<file path="src/logic/port_b_pkg.sv">
// Constants for the four-bit port with alternate-function overrides
// Functional notes
// - Pin 0 outside clock or crystal: pull-up off, input, output zero.
// - Pin 0 input enable override: outside clock or crystal, enabled pin-change, or analog off.
// - Pin 0 input override true: sleep on outside clock, or clock, crystal, pin-change.
// - Pin 1 crystal: pull-up off, input, zero; input override by crystal, pin-change, analog.
// - Pin 1 input override true on crystal or enabled pin-change source.
// - Pin 2 direction override by clock out or remapped receiver; value is clock out.
// - Pin 2 output override by compare or clock out; drives clock or compare wave.
// - Pin 2 input override from pin-change, irq zero, remapped receiver frame detect, analog.
// - Pin 3 reset disabled: pull-up on, input, output zero.
// - Pin 3 input override true when pin-change, group enable and reset disable set.
// - Control bit 1 break-before-make for four-bit port, bit 0 for eight-bit port.
// - Break-before-make: switch to output passes one tri-state cycle first.
// - High-drive bit 1 strengthens pin seven sink, bit 0 pin five.
// - Reserved upper register bits always read zero.
// - Set pull-up bit enables that pin's pull-up; here only while the pin is an input.
// - Output pin drives high for set output bit, low for cleared.
// - Input pin ignores its output register bit.
// - Set direction bit makes pin output, cleared makes input.
// - Input register reads pin levels; writing one toggles output bit.
package port_b_pkg;
    localparam int          ADDR_W        = 3;
    localparam int          DATA_W        = 8;
    localparam int          PINS          = 4;
    localparam logic [2:0]  ADDR_CONTROL  = 3'h0;
    localparam logic [2:0]  ADDR_HDRIVE   = 3'h1;
    localparam logic [2:0]  ADDR_PULLUP   = 3'h2;
    localparam logic [2:0]  ADDR_OUTPUT   = 3'h3;
    localparam logic [2:0]  ADDR_DIR      = 3'h4;
    localparam logic [2:0]  ADDR_INPUT    = 3'h5;
    localparam int          BIT_BBM_B     = 1;
    localparam int          BIT_BBM_A     = 0;
    localparam int          BIT_SINK_PIN7 = 1;
    localparam int          BIT_SINK_PIN5 = 0;
    localparam logic [1:0]  RST_CTRL2     = 2'h0;
    localparam logic [3:0]  RST_PORT4     = 4'h0;
endpackage : port_b_pkg

</file>
<file path="src/logic/port_b_ctrl.sv">
// Four-bit I/O port with override logic and register port
//
// Chosen here: the address map and strobed register access.
`timescale 1ns/10ps
module port_b_ctrl #(
    parameter int PIN_COUNT = 4
) (
    // Clock, reset, enable
    input  wire logic                           ref_clk_i,
    input  wire logic                           sys_rst_i,
    input  wire logic                           clk_en_i,
    // Register port
    input  wire logic [port_b_pkg::ADDR_W-1:0]  reg_addr_i,
    input  wire logic [port_b_pkg::DATA_W-1:0]  reg_wdata_i,
    input  wire logic                           reg_wr_i,
    input  wire logic                           reg_rd_i,
    output logic      [port_b_pkg::DATA_W-1:0]  reg_rdata_o,
    // Pins
    input  wire logic [port_b_pkg::PINS-1:0]    pin_in_i,
    output logic      [port_b_pkg::PINS-1:0]    pin_out_o,
    output logic      [port_b_pkg::PINS-1:0]    pin_oe_o,
    output logic      [port_b_pkg::PINS-1:0]    pin_pullup_o,
    output logic      [port_b_pkg::PINS-1:0]    pin_dig_in_en_o,
    output logic      [port_b_pkg::PINS-1:0]    pin_dig_in_o,
    // Port-wide controls
    output logic                                bbm_eight_bit_port_o,
    output logic                                strong_sink_pin7_o,
    output logic                                strong_sink_pin5_o,
    // Alternate-function sources
    input  wire logic                           outside_clock_selected_i,
    input  wire logic                           crystal_selected_i,
    input  wire logic                           deep_sleep_active_i,
    input  wire logic                           pin_change_src_zero_i,
    input  wire logic                           pin_change_src_one_i,
    input  wire logic                           pin_change_src_two_i,
    input  wire logic                           pin_change_src_three_i,
    input  wire logic                           pin_change_group_en_i,
    input  wire logic                           analog_ch_zero_dig_off_i,
    input  wire logic                           analog_ch_one_dig_off_i,
    input  wire logic                           analog_ch_two_dig_off_i,
    input  wire logic                           analog_ch_three_dig_off_i,
    input  wire logic                           clock_out_en_i,
    input  wire logic                           system_clock_i,
    input  wire logic                           compare_ch7_out_en_i,
    input  wire logic                           compare_ch7_wave_i,
    input  wire logic                           serial0_rx_en_i,
    input  wire logic                           serial0_remap_i,
    input  wire logic                           serial0_frame_detect_en_i,
    input  wire logic                           ext_irq_zero_en_i,
    input  wire logic                           reset_pin_disable_i
);
    import port_b_pkg::*;

    // Override network is wired per pin, so no other width can be served
    if (PIN_COUNT != PINS) begin : g_pin_count_check
        $error("port_b_ctrl serves exactly four pins");
    end

    logic [1:0]      control_reg;
    logic [1:0]      hdrive_reg;
    logic [PINS-1:0] pullup_reg;
    logic [PINS-1:0] output_reg;
    logic [PINS-1:0] dir_reg;
    logic [PINS-1:0] dir_shown_reg;
    logic [PINS-1:0] pin_meta_reg;
    logic [PINS-1:0] pin_sync_reg;

    logic [PINS-1:0] pullup_override_en;
    logic [PINS-1:0] pullup_override_val;
    logic [PINS-1:0] direction_override_en;
    logic [PINS-1:0] direction_override_val;
    logic [PINS-1:0] outval_override_en;
    logic [PINS-1:0] outval_override_val;
    logic [PINS-1:0] input_enable_override_en;
    logic [PINS-1:0] input_enable_override_val;
    logic [PINS-1:0] dir_next;
    logic [PINS-1:0] output_next;
    logic [PINS-1:0] eff_dir;
    logic [PINS-1:0] eff_out;
    logic [PINS-1:0] eff_pullup;
    logic [PINS-1:0] eff_dien;
    logic            remap_rx;
    logic            ext_clk_or_osc;

    function automatic logic [PINS-1:0] pick(input logic [PINS-1:0] en, input logic [PINS-1:0] ov,
                                             input logic [PINS-1:0] rv);
        pick = (en & ov) | (~en & rv);
    endfunction : pick

    function automatic logic wr_hit(input logic [ADDR_W-1:0] a, input logic [ADDR_W-1:0] target);
        wr_hit = reg_wr_i && (a == target);
    endfunction : wr_hit

    // Override network per pin
    always_comb begin
        remap_rx       = serial0_rx_en_i & serial0_remap_i;
        ext_clk_or_osc = outside_clock_selected_i | crystal_selected_i;
        pullup_override_en   = {reset_pin_disable_i, clock_out_en_i, crystal_selected_i, ext_clk_or_osc};
        pullup_override_val  = {1'b1, 3'h0};
        direction_override_en  = {reset_pin_disable_i, clock_out_en_i | remap_rx,
                                  crystal_selected_i, ext_clk_or_osc};
        direction_override_val = {1'b0, clock_out_en_i, 2'h0};
        outval_override_en   = {reset_pin_disable_i, compare_ch7_out_en_i | clock_out_en_i,
                                crystal_selected_i, ext_clk_or_osc};
        outval_override_val  = {1'b0, clock_out_en_i ? system_clock_i : compare_ch7_wave_i, 2'h0};
        input_enable_override_en[0] = ext_clk_or_osc | (pin_change_src_zero_i & pin_change_group_en_i)
                                      | analog_ch_zero_dig_off_i;
        input_enable_override_val[0] = (outside_clock_selected_i & deep_sleep_active_i)
                                       | (outside_clock_selected_i & crystal_selected_i
                                          & pin_change_src_zero_i & pin_change_group_en_i);
        input_enable_override_en[1] = crystal_selected_i | (pin_change_src_one_i & pin_change_group_en_i)
                                      | analog_ch_one_dig_off_i;
        input_enable_override_val[1] = crystal_selected_i | (pin_change_src_one_i & pin_change_group_en_i);
        input_enable_override_val[2] = (pin_change_src_two_i & pin_change_group_en_i) | ext_irq_zero_en_i
                                       | (remap_rx & serial0_frame_detect_en_i);
        input_enable_override_en[2] = input_enable_override_val[2] | analog_ch_two_dig_off_i;
        input_enable_override_en[3] = (pin_change_src_three_i & pin_change_group_en_i)
                                      | analog_ch_three_dig_off_i | reset_pin_disable_i;
        input_enable_override_val[3] = pin_change_src_three_i & pin_change_group_en_i
                                       & reset_pin_disable_i;
    end

    // Effective pin controls
    always_comb begin
        eff_pullup = pick(pullup_override_en, pullup_override_val, pullup_reg);
        eff_dir    = pick(direction_override_en, direction_override_val, dir_shown_reg);
        eff_out    = pick(outval_override_en, outval_override_val, output_reg);
        eff_dien   = pick(input_enable_override_en, input_enable_override_val, {PINS{1'b1}});
    end

    // Register next values
    always_comb begin
        dir_next    = dir_reg;
        output_next = output_reg;
        if (wr_hit(reg_addr_i, ADDR_DIR)) begin
            dir_next = reg_wdata_i[PINS-1:0];
        end
        if (wr_hit(reg_addr_i, ADDR_OUTPUT)) begin
            output_next = reg_wdata_i[PINS-1:0];
        end else if (wr_hit(reg_addr_i, ADDR_INPUT)) begin
            output_next = output_reg ^ reg_wdata_i[PINS-1:0];
        end
    end

    always_ff @(posedge ref_clk_i) begin
        if (sys_rst_i) begin
            control_reg <= RST_CTRL2;
            hdrive_reg  <= RST_CTRL2;
            pullup_reg  <= RST_PORT4;
            output_reg  <= RST_PORT4;
            dir_reg     <= RST_PORT4;
        end else if (clk_en_i) begin
            if (wr_hit(reg_addr_i, ADDR_CONTROL)) begin
                control_reg <= reg_wdata_i[1:0];
            end
            if (wr_hit(reg_addr_i, ADDR_HDRIVE)) begin
                hdrive_reg <= reg_wdata_i[1:0];
            end
            if (wr_hit(reg_addr_i, ADDR_PULLUP)) begin
                pullup_reg <= reg_wdata_i[PINS-1:0];
            end
            output_reg <= output_next;
            dir_reg    <= dir_next;
        end
    end

    // Break-before-make: a rising direction bit waits one cycle
    always_ff @(posedge ref_clk_i) begin
        if (sys_rst_i) begin
            dir_shown_reg <= RST_PORT4;
        end else if (clk_en_i) begin
            if (control_reg[BIT_BBM_B]) begin
                dir_shown_reg <= dir_reg & dir_next;
            end else begin
                dir_shown_reg <= dir_next;
            end
        end
    end

    // Pins are asynchronous to the clock, so two stages
    always_ff @(posedge ref_clk_i) begin
        if (sys_rst_i) begin
            pin_meta_reg <= RST_PORT4;
            pin_sync_reg <= RST_PORT4;
        end else if (clk_en_i) begin
            pin_meta_reg <= pin_in_i;
            pin_sync_reg <= pin_meta_reg;
        end
    end

    // Registered pin drive
    always_ff @(posedge ref_clk_i) begin
        if (sys_rst_i) begin
            pin_out_o       <= RST_PORT4;
            pin_oe_o        <= RST_PORT4;
            pin_pullup_o    <= RST_PORT4;
            pin_dig_in_en_o <= RST_PORT4;
            pin_dig_in_o    <= RST_PORT4;
            bbm_eight_bit_port_o <= 1'b0;
            strong_sink_pin7_o   <= 1'b0;
            strong_sink_pin5_o   <= 1'b0;
        end else if (clk_en_i) begin
            pin_oe_o        <= eff_dir;
            pin_out_o       <= eff_out & eff_dir;
            pin_pullup_o    <= eff_pullup & ~eff_dir;
            pin_dig_in_en_o <= eff_dien;
            // Gated input held low so idle pins do not float into logic
            pin_dig_in_o    <= (pin_sync_reg & eff_dien) | (input_enable_override_en & input_enable_override_val);
            bbm_eight_bit_port_o <= control_reg[BIT_BBM_A];
            strong_sink_pin7_o   <= hdrive_reg[BIT_SINK_PIN7];
            strong_sink_pin5_o   <= hdrive_reg[BIT_SINK_PIN5];
        end
    end

    // Read port, data one cycle after the strobe
    always_ff @(posedge ref_clk_i) begin
        if (sys_rst_i) begin
            reg_rdata_o <= 8'h00;
        end else if (clk_en_i) begin
            reg_rdata_o <= 8'h00;
            if (reg_rd_i) begin
                if (reg_addr_i == ADDR_CONTROL) begin
                    reg_rdata_o <= {6'h00, control_reg};
                end else if (reg_addr_i == ADDR_HDRIVE) begin
                    reg_rdata_o <= {6'h00, hdrive_reg};
                end else if (reg_addr_i == ADDR_PULLUP) begin
                    reg_rdata_o <= {4'h0, pullup_reg};
                end else if (reg_addr_i == ADDR_OUTPUT) begin
                    reg_rdata_o <= {4'h0, output_reg};
                end else if (reg_addr_i == ADDR_DIR) begin
                    reg_rdata_o <= {4'h0, dir_reg};
                end else if (reg_addr_i == ADDR_INPUT) begin
                    reg_rdata_o <= {4'h0, pin_sync_reg};
                end else begin
                    reg_rdata_o <= 8'h00;
                end
            end
        end
    end
endmodule : port_b_ctrl

</file>
<file path="config.mk">
export PLATFORM = sky130hd
export DESIGN_NAME = port_b_ctrl
export DESIGN_NICKNAME = d
export VERILOG_FILES = /design/src/logic/port_b_pkg.sv /design/src/logic/port_b_ctrl.sv
export SDC_FILE = /design/constraint.sdc
export NUM_CORES = 1
export LEC_CHECK = 0
export ABC_AREA = 1
export BUFFER_PORTS_ARGS = -buffer_cell sky130_fd_sc_hd__buf_2
export CAP_MARGIN = 20
export CORE_ASPECT_RATIO = 1.5
export CORE_MARGIN = 3
export CORE_UTILIZATION = 55
export CTS_BUF_LIST = sky130_fd_sc_hd__clkbuf_16
export DETAILED_ROUTE_END_ITERATION = 16
export HOLD_SLACK_MARGIN = 0.02
export PLACE_DENSITY = 0.84
export SLEW_MARGIN = 0
export SYNTH_ARGS = -nofsm -noshare
export SYNTH_HDL_FRONTEND = slang
export SYNTH_SLANG_ARGS = --single-unit
export TNS_END_PERCENT = 20
</file>
<file path="constraint.sdc">
create_clock -name ref_clk_i -period 2.5 [get_ports ref_clk_i]
set_clock_uncertainty 0.2 [all_clocks]
set_input_delay 0.5 -clock ref_clk_i [delete_from_list [all_inputs] [get_ports ref_clk_i]]
set_output_delay 0.5 -clock ref_clk_i [all_outputs]
set_load 0.02 [all_outputs]
</file>
======== Word-level counts from Yosys, hierarchy flattened ========
Cells that the tools add are included.
word-level totals
  output and inout bits ................... 31
  word-level logic and storage cells ...... 91
  flip-flop bits (word level) ............. 59
operators by class
  bitwise operators ....................... 45
  reduce and logical (&&, ||, !) cells .... 12
  multiplexer cells ....................... 12
  equal/unequal tests ..................... 5
operators with widths
  kind                                                              count
  4-bit two-way mux                                                 11
  4-bit bitwise AND                                                 8
  4-bit inverter                                                    5
  4-bit bitwise OR                                                  5
  1-bit bitwise OR                                                  13
  1-bit bitwise AND                                                 11
  4-bit by 3-bit bitwise AND with 4-bit output                      2
  2-bit AND reduction                                               4
  3-bit by 2-bit == test with 1-bit output (second input constant)  2
  3-bit == test (second input constant)                             2
  1-bit logical AND                                                 6
  4-bit bitwise XOR                                                 1
  3-bit by 1-bit == test with 1-bit output (second input constant)  1
  3-bit logical NOT                                                 1
  2-bit nonzero test                                                1
  1-bit two-way mux                                                 1

======== Longest topological paths before layout ========
Gate-level depths: netlist of the first run.
  word-level depth ........................ 8
  depth in mapped cells ................... 9
  mapped depth without buffers ............ 8

======== Worst setup path before layout of the first run ========
Ideal clock, no wire load.
  kind .................................... input to register
  from .................................... in reg_addr_i[1] (netlist name)
  to ...................................... reg reg_rdata_o[0] (netlist name)
  data required time ...................... 2.168 ns
  library setup time ...................... 0.132 ns
  data arrival time ....................... 1.259 ns
  stages on the path ...................... 9
  setup slack ............................. 0.909 ns
  buffers on the path ..................... 1
  cell sequence ........................... buf_4 > nor2_2 > inv_2 > nor2_2 > inv_2 > o21ai_1 > inv_1 > nand2_1 > a21oi_1
on the way
  word-level cells in the longest chain between the ends .. 8
  elaborated cells between the ends (all ways) .. 13
RTL lines
  item                   RTL line            source
  start, declared        port_b_ctrl.sv:13   input wire logic [port_b_pkg::ADDR_W-1:0] reg_addr_i,
  3-bit == test          port_b_ctrl.sv:232  end else if (reg_addr_i == ADDR_INPUT) begin
  4-bit two-way mux      port_b_ctrl.sv:232
  4-bit two-way mux      port_b_ctrl.sv:230  end else if (reg_addr_i == ADDR_DIR) begin
  4-bit two-way mux      port_b_ctrl.sv:228  end else if (reg_addr_i == ADDR_OUTPUT) begin
  4-bit two-way mux      port_b_ctrl.sv:226  end else if (reg_addr_i == ADDR_PULLUP) begin
  4-bit two-way mux      port_b_ctrl.sv:224  end else if (reg_addr_i == ADDR_HDRIVE) begin
  4-bit two-way mux (*)  port_b_ctrl.sv:222  if (reg_addr_i == ADDR_CONTROL) begin
  4-bit two-way mux (*)  port_b_ctrl.sv:221  if (reg_rd_i) begin
  end signal, assigned   port_b_ctrl.sv:223  reg_rdata_o <= {6'h00, control_reg};
  end signal, assigned   port_b_ctrl.sv:225  reg_rdata_o <= {6'h00, hdrive_reg};
  end signal, assigned   port_b_ctrl.sv:227  reg_rdata_o <= {4'h0, pullup_reg};
  end, declared          port_b_ctrl.sv:17   output logic [port_b_pkg::DATA_W-1:0] reg_rdata_o,
Every way passes the cells marked *; elsewhere a longest branch is shown, timed or not.
A chain may end at the register's enable or synchronous reset.

======== Worst setup path in the final report of the first run ========
  from .................................... in reg_addr_i[0] (netlist name)
  to ...................................... reg output_reg[0]
on the way
  word-level cells in the longest chain between the ends .. 4
  elaborated cells between the ends (all ways) .. 7
RTL lines
  item                                                                       RTL line            source
  3-bit by 2-bit == test with 1-bit output or 3-bit == test (tied branches)  port_b_ctrl.sv:91   wr_hit = reg_wr_i && (a == target);
  1-bit logical AND                                                          port_b_ctrl.sv:91
  2-bit nonzero test (no line)                                               -
  2-bit AND reduction (no line)                                              -
  end signal, assigned                                                       port_b_ctrl.sv:162  output_reg <= output_next;
  end, declared                                                              port_b_ctrl.sv:62   logic [PINS-1:0] output_reg;
Parallel ways exist; a longest one is shown, timed or not.

==> flow_summary.toml, run 1 <==
[cts]
post_cts.resized_instances = 0
cts_post_setup_buffers_inserted = 0
root_buffer = "sky130_fd_sc_hd__clkbuf_16"
holdBufCountCts = 0
clock-sinks = 55
clk_transition_reported_paths_ns = 0.07
tritoncts_clock_tree = "built"
cts_buffer_depth = 2
clock_tree.htree_level_count = 2
clock_insertion_delay_worst_skew_ns = 0.29
numCtsBuffers = 5

[sta]
setup_repair_after_global_routing_missed_its_margin = "false"
fmax_ghz = 0.630
period_share = 0.635
setup_violations = 0
totalNegativeSetupSlack_ns = 0
maxSlewViolCount = 0
hold_viol_final = 0
layout_setup_ws_ns = 0.912
final_critical_path_required_period_ns = 1.59

[floorplanning]
dieHeight_um = 88.5
die_area_um2 = 5400
io_pins = 72
initial_utilization = 0.578
placeableCoreArea_um2 = 4320
placement_rows = 29
chipWidth_um = 61.0

[setup_path]
worst-setup-path-type = "in -> reg"
element_type_at_the_critical_path_start = "primary input"
cell_chain_of_the_critical_path = "buf_2, inv_1, nor3_4, nand2_1, nand2_1, o21ai_1, nand2_1, nor2_1"
critical_path.slowest_cell = "sky130_fd_sc_hd__nor3_4"
rr_startpoint = "pin_sync_reg[0]"
worst_setup_path_endpoint = "output_reg[0]"
crit_fanout = 11
critPathMaxStageDelay_ns = 0.25
critical_path.reg2reg.endpoint = "reg_rdata_o[0]"
critPathArrivalTime_ns = 1.57
worst_setup_path_startpoint = "reg_addr_i[0]"
flop_to_flop_setup_slack_ns = 1.32
critical_path_s_most_frequent_cell = "sky130_fd_sc_hd__nand2_1"
critical_path.endpoint_type = "flop"
timing.reg2reg.worst_path_depth = 6
endpoint_required_time_on_the_critical_path_ns = 2.48

[yosys]
yosys.area.top_type_share = 0.441
synth_area_um2 = 2490
ys_warn_count = 0
ys_types = 28
post_synth.cell_area_avg_um2 = 7.19
synthesis.instances = 347
post_synth_main_area_contributors = "sky130_fd_sc_hd__dfxtp_1 44%, sky130_fd_sc_hd__nand2_1 11%, sky130_fd_sc_hd__a21oi_1 8.4%"
synth_top_cell_by_area = "sky130_fd_sc_hd__dfxtp_1"
synth.yosys.seq_area_share = 0.441
ys_seq_elements = 55

[final_layout]
nFillCells = 370
synthToLayoutAreaGrowth_pct = 18.8
antenna_cells = 0
layout.core_utilization = 0.686
net_total_in_the_final_layout = 447
share_of_layout_cells_above_drive_strength_1 = 0.233

[placement]
io_buffers = 63
detailedPlacementHpwl_mm = 4.54
detailedPlace.worstSlack_ns = 0.663
place_congestion = 0.886

[global_routing]
number_of_antenna_violations_at_the_first_check_in_global_routing = 0
wire_length_of_the_first_global_routing_pass_mm = 10.6
first_global_vias = 2404
globalRoute.totalOverflow = 0
grt_max_degree = 30
grt_use_total = 0.255

[power]
power.density_nw_per_um2 = 629
ir_worst_vdd_uv = 574
total_leakage_power_nw = 1.35
power_mw = 1.86

[routing]
finalWirelength_mm = 6.17
drt_iter0_drc = 179
ant_nets = 0
drt_pass1_iterations = 4
drt-wirelength-per-cell_um = 13.6
vias_per_cell = 5.56
drt_drc_violations_left = 0
vias = 2520

[worst_hold_path]
whs_path_depth = 2
worst_hold_path_type = "in -> reg"
worstHoldStart = "analog_ch_one_dig_off_i"

[job]
timing.max_cap.violations = 0

[run_status]
run_status = "complete, no violations"
layer usage:
layer / track usage / up-vias / wire (um)
met5: 0 / - / 0
met4: 0.107 / 0 / 220
met3: 0.0409 / 21 / 324
met2: 0.439 / 87 / 3160
met1: 0.307 / 1156 / 2460
li1: - / 1256 / -
cells by family after synthesis:
family          after synthesis  synth area share
flops                        55             0.441
simple gates                144             0.250
buf+inv                      51            0.0943
compound gates               95             0.209
mux                           1           0.00401
other cells                   1           0.00150
worst min path at each step:
stage | end | slack, ns
2_1_floorplan | pullup_reg[3] | 0.24
3_3_place_gp | pin_oe_o[0] | 0.25
3_5_place_dp | pin_out_o[2] | 0.25
4_1_cts | pin_dig_in_en_o[1] | 0.21
5_1_grt | pin_dig_in_en_o[1] | 0.22
6_report | pin_dig_in_en_o[1] | 0.21
cells in the final DEF (no fill, tap or decap), drive strengths merged, types with 5 or more instances in the layout:
cell type	synthesis	layout
nor3	8	8
nand4	5	5
buf	15	70
clkbuf	6	5
nand3	14	14
inv	30	31
nand2	73	73
nor2	43	43
dfxtp	55	55
o21ai	41	41
o211ai	5	5
a21oi	42	42
power breakdown:
group / switching [mW] / internal, mW
registers: 0.0185 / 0.908
logic: 0.151 / 0.0783
clock network: 0.327 / 0.382
total: 0.496 / 1.37
metrics by stage:
stage          cell area (um2)  hold slack, ns  instances
2_1_floorplan             2510           0.237        350
3_3_place_gp              2810           0.249        445
3_5_place_dp              2810           0.252        445
4_1_cts                   2960           0.209        453
5_1_grt                   2960           0.222        453
6_report                  2960           0.206        453
Yosys cell counts (all sizes together):
master   n
buf     15
nor3     8
mux2i    1
clkbuf   6
nor2    43
a21oi   42
nand3   14
a31oi    1
nand2   73
o21ai   41
nand4    5
or2      1
dfxtp   55
conb     1
o211ai   5
a211oi   3
inv     30
o21bai   2
o22ai    1
area by class of cell:
| type | count | area [um2] | share of cell area |
|---|---|---|---|
| Inverter | 30 | 113 | 0.0380 |
| Multi-Input combinational cell | 244 | 1170 | 0.395 |
| Sequential cell | 55 | 1100 | 0.372 |
| Clock inverter | 3 | 28.8 | 0.00971 |
| Timing Repair Buffer | 70 | 368 | 0.124 |
| Clock buffer | 5 | 125 | 0.0422 |
| Tap cell | 46 | 57.6 | 0.0194 |
critical path, delay by kind of cell:
family	cells	cell delay (ns)
buffers and inverters	2	0.35
AND/OR/NAND/NOR	5	0.65
AO/OA/AOI/OAI	1	0.07
No activity file was read; power rests on OpenSTA's default activity.
==> run 2, diff against run 1 <==
- CORE_UTILIZATION: 55 -> 46
- PLACE_DENSITY: 0.84 -> 0.75
- clock period: 2.5 -> 1.28 ns (I/O delays scaled with it)
==> run 2 against run 1 <==
Clock-buffer cell count did not move. Cell area rose by 11%. Non-clock buffer count rose by 28. Largest power group unchanged.
==> flow_summary.toml, run 2 (same netlist as run 1, synthesis figures left out) <==
[run_status]
run_status = "complete, no violations"

[final_layout]
net_total_in_the_final_layout = 475
layout.core_utilization = 0.634
layout_commonest_cell = "sky130_fd_sc_hd__nand2_1"
synthToLayoutAreaGrowth_pct = 32.3
nFillCells = 482
antenna_cells = 0
share_of_layout_cells_above_drive_strength_1 = 0.285
mostFrequentLayoutCells = "71 x sky130_fd_sc_hd__nand2_1, 56 x sky130_fd_sc_hd__buf_2, 54 x sky130_fd_sc_hd__dfxtp_1"

[global_routing]
first_global_vias = 2363
number_of_antenna_violations_at_the_first_check_in_global_routing = 0
globalRoute.totalOverflow = 0
grt_use_total = 0.218
wire_length_of_the_first_global_routing_pass_mm = 10.6
grt_max_degree = 28

[cts]
clock-sinks = 55
numCtsBuffers = 5
clk_transition_reported_paths_ns = 0.08
root_buffer = "sky130_fd_sc_hd__clkbuf_16"
clock_insertion_delay_worst_skew_ns = 0.30
cts_buffer_depth = 2
clock_tree.htree_level_count = 2
tritoncts_clock_tree = "built"

[routing]
drt_pass1_iterations = 4
finalWirelength_mm = 6.66
drt-wirelength-per-cell_um = 13.2
vias_per_cell = 5.08
drt_iter0_drc = 126
vias = 2553
drt_drc_violations_left = 0
ant_nets = 0

[floorplanning]
io_pins = 72
die_area_um2 = 6360
placeableCoreArea_um2 = 5200
chipWidth_um = 66.1
initial_utilization = 0.479
placement_rows = 32
dieHeight_um = 96.2

[setup_path]
critPathArrivalTime_ns = 1.29
element_type_at_the_critical_path_start = "primary input"
crit_fanout = 5
timing.reg2reg.worst_path_depth = 4
cell_chain_of_the_critical_path = "buf_2, inv_2, nor3_4, nand2_1, o21ai_0, o21ai_0, a21oi_1"
critical_path.endpoint_type = "flop"
critical_path_s_most_frequent_cell = "sky130_fd_sc_hd__o21ai_0"
endpoint_required_time_on_the_critical_path_ns = 1.31
worst-setup-path-type = "in -> reg"
critPathMaxStageDelay_ns = 0.31
critical_path.slowest_cell = "sky130_fd_sc_hd__nor3_4"

[placement]
place_congestion = 0.863
io_buffers = 63
detailedPlacementHpwl_mm = 5.01

[sta]
setup_repair_after_global_routing_missed_its_margin = "true"
totalNegativeSetupSlack_ns = 0
hold_viol_final = 0
maxSlewViolCount = 0
setup_violations = 0
fmax_ghz = 0.791
period_share = 0.988
final_critical_path_required_period_ns = 1.26

[job]
timing.max_cap.violations = 0

[worst_hold_path]
worst_hold_path_type = "in -> reg"
whs_path_depth = 3

[power]
ir_worst_vdd_uv = 1010
total_leakage_power_nw = 1.50
power.density_nw_per_um2 = 1140
-- run 2: area by class of cell --
type                       count  area [um2]  share of cell area
timing repair buffer          98         637               0.193
tap                           68        85.1              0.0258
inverter                      30         115              0.0349
sequential                    55        1100               0.334
clock inverter                 3        33.8              0.0102
multi-input combinational    244        1200               0.365
clock buffer                   5         125              0.0379
-- run 2: power by group --
group / total (mW) / switching [mW] / internal [mW] / leakage [nW]
sequential: 1.81 / 0.0382 / 1.77 / 0.449
clock: 1.42 / 0.671 / 0.753 / 0.0772
combinational: 0.541 / 0.317 / 0.224 / 0.973
-- run 2: metrics by stage --
stage                     setup WS, ns  power (mW)  area (um2)  instances  hold WS, ns
after floorplan                -0.0468        2.15        2520        350        0.167
after global placement          -0.206        2.34        3020        489        0.250
after detailed placement        -0.222        2.35        3020        489        0.254
after CTS                      0.00546        3.79        3240        502       0.0206
after global routing           -0.0451        3.92        3300        503       0.0452
final                           0.0158        3.78        3300        503       0.0192
-- run 2: per-layer routing --
layer | vias to the layer above | routed length, um | track usage
met4 | 0 | 134 | 0.0932
met5 | - | 0 | 0
li1 | 1311 | - | -
met1 | 1165 | 2740 | 0.249
met2 | 65 | 3460 | 0.391
met3 | 12 | 320 | 0.0362
-- run 2: critical path: cells and delay by family --
kind | cells | cell delay [ns]
buf+inv | 2 | 0.23
simple gates | 2 | 0.39
compound gates | 3 | 0.41
-- run 2: final timing paths --
kind	from	to	slack (ns)
hold reg to reg	pin_pullup_o[3]	pin_pullup_o[3]	0.26
setup reg to reg	pullup_reg[3]	reg_rdata_o[3]	0.05
setup / recovery	reg_addr_i[0]	reg_rdata_o[3]	0.02
hold / removal	pin_in_i[2]	pin_meta_reg[2]	0.02
-- run 2: what timing repair did --
action	4_1_cts	5_1_grt
buffers inserted	0	1
setup endpoints to repair	1	13
pin swaps	0	7
endpoints found under the hold margin	5	0
gates resized for setup	1	21
hold buffers	5	0
